--- config.mk ---
export PLATFORM = sky130hd
export DESIGN_NAME = adf_regs
export DESIGN_NICKNAME = d
export VERILOG_FILES = /design/src/adf_regs_pkg.sv /design/src/adf_regs.sv
export VERILOG_INCLUDE_DIRS = /design/src
export SDC_FILE = /design/constraint.sdc
export NUM_CORES = 1
export LEC_CHECK = 0
export ABC_AREA = 1
export BUFFER_PORTS_ARGS = -buffer_cell sky130_fd_sc_hd__buf_2
export CAP_MARGIN = 10
export CORE_UTILIZATION = 40
export DETAILED_ROUTE_END_ITERATION = 12
export PLACE_DENSITY = 0.66
export SLEW_MARGIN = 0
export SYNTH_ARGS = -nofsm -noshare
export SYNTH_HDL_FRONTEND = slang
export SYNTH_SLANG_ARGS = --single-unit
--- constraint.sdc ---
create_clock -name sys_clk_in -period 4.05 [get_ports sys_clk_in]
set_clock_uncertainty 0.05 [all_clocks]
set_input_delay 1.215 -clock sys_clk_in [delete_from_list [all_inputs] [get_ports sys_clk_in]]
set_output_delay 1.215 -clock sys_clk_in [all_outputs]
set_load 0.01 [all_outputs]
--- src/adf_regs_defines.svh ---
// Purpose: offsets, field positions, reset values of the audio feature register bank
// Assumes: register indices are word indices; byte address is four times the index
// Notes:   definitions only
`ifndef ADF_REGS_DEFINES_SVH
`define ADF_REGS_DEFINES_SVH

// word indices of the registers
`define ADF_IDX_PHANTOM      10'h060
`define ADF_IDX_EQ_SIDE      10'h070
`define ADF_IDX_BASS         10'h072
`define ADF_IDX_BYPASS       10'h074
`define ADF_IDX_STATUS       10'h076
`define ADF_IDX_COEF_LO      10'h078
`define ADF_IDX_COEF_HI      10'h07A
`define ADF_IDX_VID_FIRST    10'h07C
`define ADF_IDX_VID_SECOND   10'h07E

// status register fields
`define ADF_ST_SRC_BIT       0
`define ADF_ST_SPDIF_BIT     1
`define ADF_ST_CFMUTE_BIT    10
`define ADF_ST_CHMUTE_BIT    11

// coefficient high word fields
`define ADF_CH_IDX_MSB       15
`define ADF_CH_IDX_LSB       8
`define ADF_CH_RW_BIT        7
`define ADF_CH_VAL_MSB       3

// reset values
`define ADF_RST_PHANTOM      1'h0
`define ADF_RST_EQ_MODE      2'h0
`define ADF_RST_BASS         1'h0
`define ADF_RST_BYPASS       1'h0
`define ADF_RST_UNLOCK       1'h1
`define ADF_RST_CFMUTE       1'h1
`define ADF_RST_CHMUTE       1'h0

`endif

--- src/adf_regs_pkg.sv ---
// Purpose: types of the audio feature register bank
// Assumes: APB with 32-bit data, 12-bit byte address
// Notes:   all state of the bank is one packed struct
`default_nettype none
package adf_regs_pkg;

    typedef struct packed {
        logic        psel;
        logic        penable;
        logic        pwrite;
        logic [11:0] paddr;
        logic [31:0] pwdata;
    } adf_apb_req_t;

    typedef struct packed {
        logic        pready;
        logic        pslverr;
        logic [31:0] prdata;
    } adf_apb_rsp_t;

    typedef struct packed {
        logic phantom_en;
        logic eq_en;
        logic side_fire_en;
        logic bass_en;
        logic bypass;
        logic cf_mute_en;
        logic ch_mute_en;
    } adf_feat_t;

    typedef struct packed {
        logic        strobe;
        logic [7:0]  index;
        logic        rw;
        logic [19:0] value;
    } adf_coef_t;

    typedef struct packed {
        adf_apb_rsp_t rsp;
        logic         phantom;
        logic [1:0]   eq_mode;
        logic         bass;
        logic         bypass;
        logic         src_s1;
        logic         src_s2;
        logic         spdif_s1;
        logic         spdif_s2;
        logic         cf_mute;
        logic         ch_mute;
        logic [15:0]  coef_lo;
        logic [7:0]   coef_idx;
        logic         coef_rw;
        logic [3:0]   coef_hi;
        logic         coef_strobe;
        adf_feat_t    feat;
    } adf_state_t;

endpackage
`default_nettype wire

--- src/adf_regs.sv ---
// Purpose: feature control and status register bank of a multichannel audio processor
// Assumes: APB slave, one 16-bit register per aligned 32-bit word, zero-wait answer
// Notes:   lock inputs come from other clock domains and are synchronised here
//
// Local design decision: register access over APB.
`include "adf_regs_defines.svh"
`default_nettype none
module adf_regs #(
    parameter logic [15:0] VENDOR_FIRST   = 16'hA5C3, // value arbitrary
    parameter logic [7:0]  VENDOR_SECOND  = 8'h5A,    // value arbitrary
    parameter logic [7:0]  REVISION       = 8'h01     // value arbitrary
) (
    // clock, reset, enable
    input  wire logic                     sys_clk_in,
    input  wire logic                     reset_in,
    input  wire logic                     ce_in,
    // register bus
    input  wire adf_regs_pkg::adf_apb_req_t apb_req_in,
    output var  adf_regs_pkg::adf_apb_rsp_t apb_rsp_out,
    // lock indications from the audio front end
    input  wire logic                     resampler_locked_in,
    input  wire logic                     spdif_locked_in,
    // feature controls
    output var  adf_regs_pkg::adf_feat_t    feat_out,
    output var  adf_regs_pkg::adf_coef_t    coef_out
);
    import adf_regs_pkg::*;

    adf_state_t state_ff;
    adf_state_t nxt_state;

    logic [9:0]  word_idx;
    logic        aligned;
    logic        setup;
    logic        write_fire;
    logic [15:0] rd_word;
    logic        mapped;

    assign word_idx   = apb_req_in.paddr[11:2];
    assign aligned    = (apb_req_in.paddr[1:0] == 2'h0);
    assign setup      = apb_req_in.psel && !apb_req_in.penable;
    assign write_fire = apb_req_in.psel && apb_req_in.penable && apb_req_in.pwrite
                        && state_ff.rsp.pready && !state_ff.rsp.pslverr;

    // read mux, unused bits zero
    always_comb
    begin
        rd_word = 16'h0000;
        mapped  = aligned;
        case (word_idx)
            `ADF_IDX_PHANTOM:
            begin
                rd_word[0] = state_ff.phantom;
            end
            `ADF_IDX_EQ_SIDE:
            begin
                rd_word[1:0] = state_ff.eq_mode;
            end
            `ADF_IDX_BASS:
            begin
                rd_word[0] = state_ff.bass;
            end
            `ADF_IDX_BYPASS:
            begin
                rd_word[0] = state_ff.bypass;
            end
            `ADF_IDX_STATUS:
            begin
                rd_word[`ADF_ST_SRC_BIT]    = state_ff.src_s2;
                rd_word[`ADF_ST_SPDIF_BIT]  = state_ff.spdif_s2;
                rd_word[`ADF_ST_CFMUTE_BIT] = state_ff.cf_mute;
                rd_word[`ADF_ST_CHMUTE_BIT] = state_ff.ch_mute;
            end
            `ADF_IDX_COEF_LO:
            begin
                rd_word = state_ff.coef_lo;
            end
            `ADF_IDX_COEF_HI:
            begin
                rd_word[`ADF_CH_IDX_MSB:`ADF_CH_IDX_LSB] = state_ff.coef_idx;
                rd_word[`ADF_CH_RW_BIT]                  = state_ff.coef_rw;
                rd_word[`ADF_CH_VAL_MSB:0]               = state_ff.coef_hi;
            end
            `ADF_IDX_VID_FIRST:
            begin
                rd_word = VENDOR_FIRST;
            end
            `ADF_IDX_VID_SECOND:
            begin
                rd_word = {VENDOR_SECOND, REVISION};
            end
            default:
            begin
                mapped = 1'b0;
            end
        endcase
    end

    always_comb
    begin
        nxt_state = state_ff;
        // answer is prepared in the setup cycle and shown for the access cycle
        nxt_state.rsp.pready  = setup;
        nxt_state.rsp.pslverr = setup && !mapped;
        if (setup && !apb_req_in.pwrite && mapped)
        begin
            nxt_state.rsp.prdata = {16'h0000, rd_word};
        end
        else if (setup)
        begin
            nxt_state.rsp.prdata = 32'h0000_0000;
        end
        // two-stage synchronisers, flag high while unlocked
        nxt_state.src_s1   = !resampler_locked_in;
        nxt_state.src_s2   = state_ff.src_s1;
        nxt_state.spdif_s1 = !spdif_locked_in;
        nxt_state.spdif_s2 = state_ff.spdif_s1;
        nxt_state.coef_strobe = 1'b0;
        if (write_fire)
        begin
            case (word_idx)
                `ADF_IDX_PHANTOM:
                begin
                    nxt_state.phantom = apb_req_in.pwdata[0];
                end
                `ADF_IDX_EQ_SIDE:
                begin
                    nxt_state.eq_mode = apb_req_in.pwdata[1:0];
                end
                `ADF_IDX_BASS:
                begin
                    nxt_state.bass = apb_req_in.pwdata[0];
                end
                `ADF_IDX_BYPASS:
                begin
                    nxt_state.bypass = apb_req_in.pwdata[0];
                end
                `ADF_IDX_STATUS:
                begin
                    // lock flags are not stored
                    nxt_state.cf_mute = apb_req_in.pwdata[`ADF_ST_CFMUTE_BIT];
                    nxt_state.ch_mute = apb_req_in.pwdata[`ADF_ST_CHMUTE_BIT];
                end
                `ADF_IDX_COEF_LO:
                begin
                    nxt_state.coef_lo = apb_req_in.pwdata[15:0];
                end
                `ADF_IDX_COEF_HI:
                begin
                    // writing the high word launches the coefficient transfer
                    nxt_state.coef_idx    = apb_req_in.pwdata[`ADF_CH_IDX_MSB:`ADF_CH_IDX_LSB];
                    nxt_state.coef_rw     = apb_req_in.pwdata[`ADF_CH_RW_BIT];
                    nxt_state.coef_hi     = apb_req_in.pwdata[`ADF_CH_VAL_MSB:0];
                    nxt_state.coef_strobe = 1'b1;
                end
                default:
                begin
                    // identification words ignore writes
                    nxt_state.coef_strobe = 1'b0;
                end
            endcase
        end
        // effective feature enables, bypass overrides all processing but the automute enables
        nxt_state.feat.bypass       = nxt_state.bypass;
        nxt_state.feat.phantom_en   = nxt_state.phantom && !nxt_state.bypass;
        nxt_state.feat.eq_en        = (|nxt_state.eq_mode) && !nxt_state.bypass;
        nxt_state.feat.side_fire_en = nxt_state.eq_mode[1] && !nxt_state.bypass;
        nxt_state.feat.bass_en      = nxt_state.bass && !nxt_state.bypass;
        nxt_state.feat.cf_mute_en   = nxt_state.cf_mute;
        nxt_state.feat.ch_mute_en   = nxt_state.ch_mute;
    end

    always_ff @(posedge sys_clk_in or posedge reset_in)
    begin
        if (reset_in)
        begin
            state_ff                   <= '0;
            state_ff.phantom           <= `ADF_RST_PHANTOM;
            state_ff.eq_mode           <= `ADF_RST_EQ_MODE;
            state_ff.bass              <= `ADF_RST_BASS;
            state_ff.bypass            <= `ADF_RST_BYPASS;
            state_ff.src_s1            <= `ADF_RST_UNLOCK;
            state_ff.src_s2            <= `ADF_RST_UNLOCK;
            state_ff.spdif_s1          <= `ADF_RST_UNLOCK;
            state_ff.spdif_s2          <= `ADF_RST_UNLOCK;
            state_ff.cf_mute           <= `ADF_RST_CFMUTE;
            state_ff.ch_mute           <= `ADF_RST_CHMUTE;
            state_ff.feat.cf_mute_en   <= `ADF_RST_CFMUTE;
            state_ff.feat.ch_mute_en   <= `ADF_RST_CHMUTE;
        end
        else if (ce_in)
        begin
            state_ff <= nxt_state;
        end
    end

    assign apb_rsp_out = state_ff.rsp;
    assign feat_out    = state_ff.feat;
    assign coef_out    = {state_ff.coef_strobe, state_ff.coef_idx, state_ff.coef_rw,
                          state_ff.coef_hi, state_ff.coef_lo};
endmodule
`default_nettype wire

==> impl_metrics.tcl, run 1 <==
set metrics [dict create \
    status "finished, violations left" \
    violations "DRC" \
    clock_latency_ns 0.34 \
    synthCells 463 \
    ys_top_cells_by_area "dfrtp_1 40%, buf_4 15%, nand2_1 14%" \
    synth.avg_cell_area_um2 7.91 \
    cts_tree "yes" \
    synthSimpleGateAreaFrac 0.257 \
    critPathArrivalTime_ns 3.00 \
    ys_ff_latch 63 \
    viasPerCell 4.73 \
    detail_route.first_pass.iterations 10 \
    chipWidth_um 97.7 \
    io-pin-count 123 \
    p_per_area_mw_per_mm2 335 \
    grt_pass1_vias 2600 \
    io_buffers 90 \
    worstMarginPinSlew_ns 0.967 \
    clk_pin_slew_worst_paths_ns 0.07 \
    tns_ns 0 \
    cts_max_level 3 \
    die_h_um 97.7 \
    coreArea_mm2 0.00881 \
    rsz0062_at_grt "false" \
    ctsResizeCount 0 \
    cp_max_fo 15 \
    hp-class "reg -> reg" \
    root_buffer "clkbuf_8" \
    drive_gt1_frac 0.292 \
    yosys_warnings 0 \
    drt_iter0_markers 208 \
    maxCapViolCount 0 \
    synth_top_family_by_area "simple AND/OR/NAND/NOR gates" \
    timing.fmax_ghz 0.360 \
    synth_top_area_share 0.396 \
    min_period_ns 2.78 \
    end_kind "flop" \
    critPathKind "in -> reg" \
    start_kind "input port" \
    areaGrowthSynthToFinish_pct 7.27 \
    cts_buffers 9 \
    initial_core_util 0.416 \
    fill_cells 903 \
    synth_compound_area_frac 0.0915 \
    antenna_found_initial 0 \
    num_rows 34 \
    ant_nets 0 \
    clock-sinks 63 \
    hold_buffers 0 \
    period_share 0.686 \
    place.gp.congestion 0.891 \
    synthAdderAreaFrac 0 \
    crit_required_ns 4.27 \
    place_hpwl_um 5870 \
    wl_per_cell_um 13.1 \
    synth_xor_area_frac 0 \
    leakagePower_nw 2.13 \
    clock_path_buffers 2 \
    die_area_mm2 0.00955 \
    totalWireLength_um 8000 \
    relSlewSlack 0.355 \
    vdd_drop_max_v 0.000179 \
    synth_top_area_cell "dfrtp_1" \
    grt_pass1_wl_um 13000 \
    synthMuxAreaShare 0.00922 \
    cts_setup_buffers 0 \
    hold_viol 0 \
    ys_types 27 \
    setup_viol 0 \
    syn_area_mm2 0.00366 \
    dp_cells 595 \
    drc 14 \
    diodes 0 \
    r2r_setup_slack_ns 2.34 \
    grt_max_degree 48 \
    drv_slew 0 \
    ys_seq_area_frac 0.432 \
    grt_usage 0.175 \
    layoutNonFillerInstCount 611 \
    nNetsFinal 550 \
    dr_total_vias 2887 \
    grt-ovfl-total 0 \
]
state kept, by name, summed over array words and instances (netlist names):
signal and flops:
apb_rsp_out 18, coef_out 30, feat_out 7, nxt_state 2, state_ff 6
layout make-up:
cell class	count	area, um^2	share of cell area
clock buffers	10	138	0.0350
clock inverters	6	70.1	0.0178
inverters	43	161	0.0411
multi-input cells	288	1370	0.349
flip-flops and latches	63	1580	0.403
well taps	108	135	0.0344
repair buffers	93	473	0.120
metrics by stage:
step	setup slack [ns]	cell area (um^2)	hold WS, ns	power (mW)	util
2_1_floorplan	1.22	3720	0.394	0.750	-
3_3_place_gp	0.986	3720	0.406	0.768	0.423
3_5_place_dp	0.949	3720	0.406	0.772	0.423
4_1_cts	1.28	3930	0.417	1.33	0.446
5_1_grt	1.08	3930	0.439	1.38	0.446
6_report	1.27	3930	0.417	1.32	0.446
where the power goes:
group	total, mW	internal (mW)	switching, mW
combinational	0.102	0.0319	0.0702
clock	0.558	0.303	0.255
sequential	0.656	0.648	0.00848
cell families (layout without fill, tap and decap cells):
group                  count (synthesis)  in the layout
AND/OR/NAND/NOR                      210            210
AO/OA/AOI/OAI                         59             59
flip-flops                            63             63
other                                  1             16
multiplexers                           3              3
buffers and inverters                127            152
layer usage:
layer,vias to the layer above,GRT usage,routed length (um)
li1,1448,-,-
met1,1336,0.234,3620
met2,91,0.279,3730
met3,12,0.0345,511
met4,0,0.0734,134
met5,-,0,0
cell usage in the layout (no fill, tap or decap), drive strengths merged:
cell	Yosys	routed
nand2	143	143
buf	78	93
dfrtp	58	58
o21ai	56	56
inv	43	43
nor2	28	28
nand3	26	26
conb	1	16
nand4	10	10
clkbuf	6	10
dfstp	5	5
mux2	3	3
clkinvlp	0	3
a21oi	2	2
clkinv	0	2
nor3	2	2
or2	1	1
o211ai	1	1
bufinv	0	1
critical path, stage by stage:
cell and delay [ns]:
buf_2 0.12, nand2_1 0.09, nor2_4 0.31, nand3_1 0.41, nand2_2 0.21, inv_2 0.05
nand3_2 0.10, nand3_4 0.21, inv_1 0.15, nand2_1 0.07, nand2_1 0.05
synthesized netlist by cell type:
library cell    n
dfstp_2         5
nor3_1          1
nand3_4         2
nand4_1        10
nand3_1        23
buf_2           4
clkbuf_1        6
or2_2           1
nand2_2         3
mux2_2          3
a21oi_1         2
buf_6           2
o21ai_0        40
nand3_2         1
dfrtp_1        58
o21ai_1         6
buf_4          72
nor3_2          1
nor2_4          6
conb_1          1
nand2_1       140
inv_2           4
inv_1          39
nor2_1         21
o21ai_2        10
nor2_2          1
o211ai_1        1
path summary, 6_finish.rpt:
kind / to / from / cells past startpoint
max in group asynchronous: coef_out[9] / reset_in / 3
min in group asynchronous: feat_out[6] / reset_in / 2
min: state_ff[39] / state_ff[39] / 2
min reg2reg: state_ff[39] / state_ff[39] / 2
max: apb_rsp_out[6] / apb_req_in[38] / 11
max reg2reg: coef_out[4] / apb_rsp_out[33] / 7
No activity file was read; power rests on OpenSTA's default activity.
==> run 2, diff against run 1 <==
- ABC_AREA: 1 -> 0
- PLACE_DENSITY: 0.66 -> 0.69
- clock period: 4.05 -> 2.5 ns (I/O delays scaled with it)
==> run 2 against run 1 <==
The run now ends clean. Die area down 3.1%. Largest power group unchanged. Combinational power up 73%. Sequential share of layout area down 1.1 points. Global-route usage up 0.27 points. Final area up 2.8%.
==> impl_metrics.tcl, run 2 <==
set metrics [dict create \
    totalWireLength_um 7920 \
    seqPwrFrac 0.473 \
    comb_power_share 0.080 \
    crit_required_ns 2.68 \
    clock_path_buffers 2 \
    die_h_um 96.2 \
    final_util 0.482 \
    fill_cells 773 \
    ys_seq_area_frac 0.446 \
    place.gp.congestion 0.830 \
    switchingPower_mw 0.535 \
    cpLargestDelayFamily "simple AND/OR/NAND/NOR gates" \
    relSlewSlack 0.620 \
    areaGrowthSynthToFinish_pct 13.9 \
    p_clk_frac 0.447 \
    num_rows 33 \
    grt_usage 0.178 \
    rsz0062_at_grt "false" \
    viasPerCell 5.06 \
    clock-sinks 63 \
    cp_num_buf_inv 2 \
    grt_max_degree 64 \
    start_kind "input port" \
    chipWidth_um 96.2 \
    dr_total_vias 2531 \
    drt_iter0_markers 142 \
    place_hpwl_um 5850 \
    synth.top_cells.by_count "71 x buf_4, 58 x dfrtp_1, 36 x mux2_2" \
    cts_max_level 3 \
    synth_flop_cell "dfrtp_1" \
    ys_ff_latch 63 \
    p_sw_frac 0.243 \
    cts_setup_buffers 0 \
    synth-edff-count 0 \
    critPathKind "in -> reg" \
    initial_core_util 0.423 \
    reg2reg_depth 5 \
    maxCapViolCount 0 \
    synth_top_area_cell "dfrtp_1" \
    synth.most_common_cell "buf_4" \
    p_per_area_mw_per_mm2 544 \
    drc 0 \
    ant_nets 0 \
    leakagePower_nw 2.11 \
    hold_buffers 0 \
    dpl_cell_area_mm2 0.00382 \
    syn_area_mm2 0.00355 \
    yosys_warnings 0 \
    drv_slew 0 \
    pre_cts_slack_ns -0.0737 \
    synthCells 332 \
    diodes 0 \
    grt_pass1_vias 2415 \
    synth.avg_cell_area_um2 10.7 \
    largest_reg_flops 30 \
    grt_pass1_wl_um 12100 \
    r2r_end "feat_out[0]" \
    nNetsFinal 442 \
    r2r-start "apb_rsp_out[32]" \
    final_common_cell "buf_2" \
    hp-class "in -> async" \
    r2r_setup_slack_ns 0.41 \
    slowest_stage "or4_4" \
    finalWorstSetupSlack_ns 0.279 \
    min_period_ns 2.22 \
    cts_tree "yes" \
    cpPeakStageDelay_ns 0.55 \
    wl_per_cell_um 15.8 \
    coreArea_mm2 0.00838 \
    cts_buffers 9 \
    period_share 0.888 \
    ctsResizeCount 0 \
    clock_latency_ns 0.35 \
    timing.fmax_ghz 0.450 \
    detail_route.first_pass.iterations 4 \
    cp_max_fo 6 \
    synth_top_area_share 0.409 \
    ys_top_cells_by_area "dfrtp_1 41%, buf_4 15%, mux2_2 11%" \
    end_kind "flop" \
    antenna_found_initial 0 \
    async_flop_share 1.00 \
    stdcell_area_mm2 0.00404 \
    vdd_drop_max_v 0.000212 \
    die_area_mm2 0.00925 \
    drive_gt1_frac 0.471 \
    worstMarginPinSlew_ns 0.564 \
    hold_viol 0 \
    io-pin-count 123 \
    final_cell_mix "90 x buf_2, 58 x dfrtp_1, 36 x mux2_2" \
    setup_viol 0 \
    root_buffer "clkbuf_8" \
    status "finished, final reports clean" \
    clk_pin_slew_worst_paths_ns 0.08 \
    grt-ovfl-total 0 \
    internal_power_mw 1.67 \
    path_cells "buf_2 > or2_4 > or4_4 > nor3b_1 > buf_4 > mux2_2" \
    critPathArrivalTime_ns 2.40 \
    ys_types 51 \
    io_buffers 90 \
]
[run 2: worst max-delay path by stage]
stage,startpoint,to,slack [ns],cells after the start
after global placement,apb_req_in[43],feat_out[0],-0.09,6
after global routing,apb_req_in[43],coef_out[28],0.23,6
final,apb_req_in[43],feat_out[0],0.28,6
after detailed placement,apb_req_in[43],coef_out[28],-0.07,6
after floorplan,apb_req_in[43],coef_out[18],0.02,6
after CTS,apb_req_in[43],coef_out[28],0.29,6
[run 2: cells by family after synthesis]
kind of cell,count (synthesis),synth area share
buffers and inverters,95,0.181
AND/OR/NAND/NOR,75,0.123
flip-flops,63,0.446
AO/OA/AOI/OAI,55,0.112
multiplexers,43,0.137
other,1,0.00106
[run 2: worst register-to-register path: stages, from the launching register on]
cell	delay, ns
dfrtp_1	0.40
nand3b_1	0.19
or4_4	0.60
nor3b_1	0.26
buf_4	0.16
mux2_2	0.32
[run 2: metal layers]
metal  GRT usage  vias up  wire length [um]
li1            -     1210                 -
met1       0.235     1231              3630
met2       0.280       79              3750
met3      0.0332       11               429
met4      0.0858        0               115
met5           0        -                 0
[run 2: metrics by stage]
stage / instances / hold slack [ns] / TNS [ns] / total power [mW]
after floorplan: 347 / 0.400 / 0 / 1.18
after global placement: 484 / 0.412 / -0.885 / 1.23
after CTS: 500 / 0.404 / 0 / 2.23
after global routing: 500 / 0.428 / 0 / 2.29
final: 500 / 0.406 / 0 / 2.20
after detailed placement: 484 / 0.417 / -0.946 / 1.24
[run 2: power by group through the flow]
stage	clock [mW]	combinational, mW	sequential [mW]
global route	1.05	0.197	1.04
detailed placement	0	0.177	1.06
global placement	0	0.173	1.06
floorplan	0	0.119	1.06
finish	0.982	0.176	1.04
CTS	1.01	0.177	1.04
[run 2: final cells by class]
| type | instances | area (um^2) | share of cell area |
|---|---|---|---|
| clock buffers | 9 | 124 | 0.0307 |
| clock inverters | 7 | 96.3 | 0.0238 |
| inverters | 7 | 26.3 | 0.00650 |
| multi-input cells | 189 | 1380 | 0.341 |
| flip-flops and latches | 63 | 1580 | 0.392 |
| well taps | 105 | 131 | 0.0325 |
| repair buffers | 120 | 701 | 0.173 |
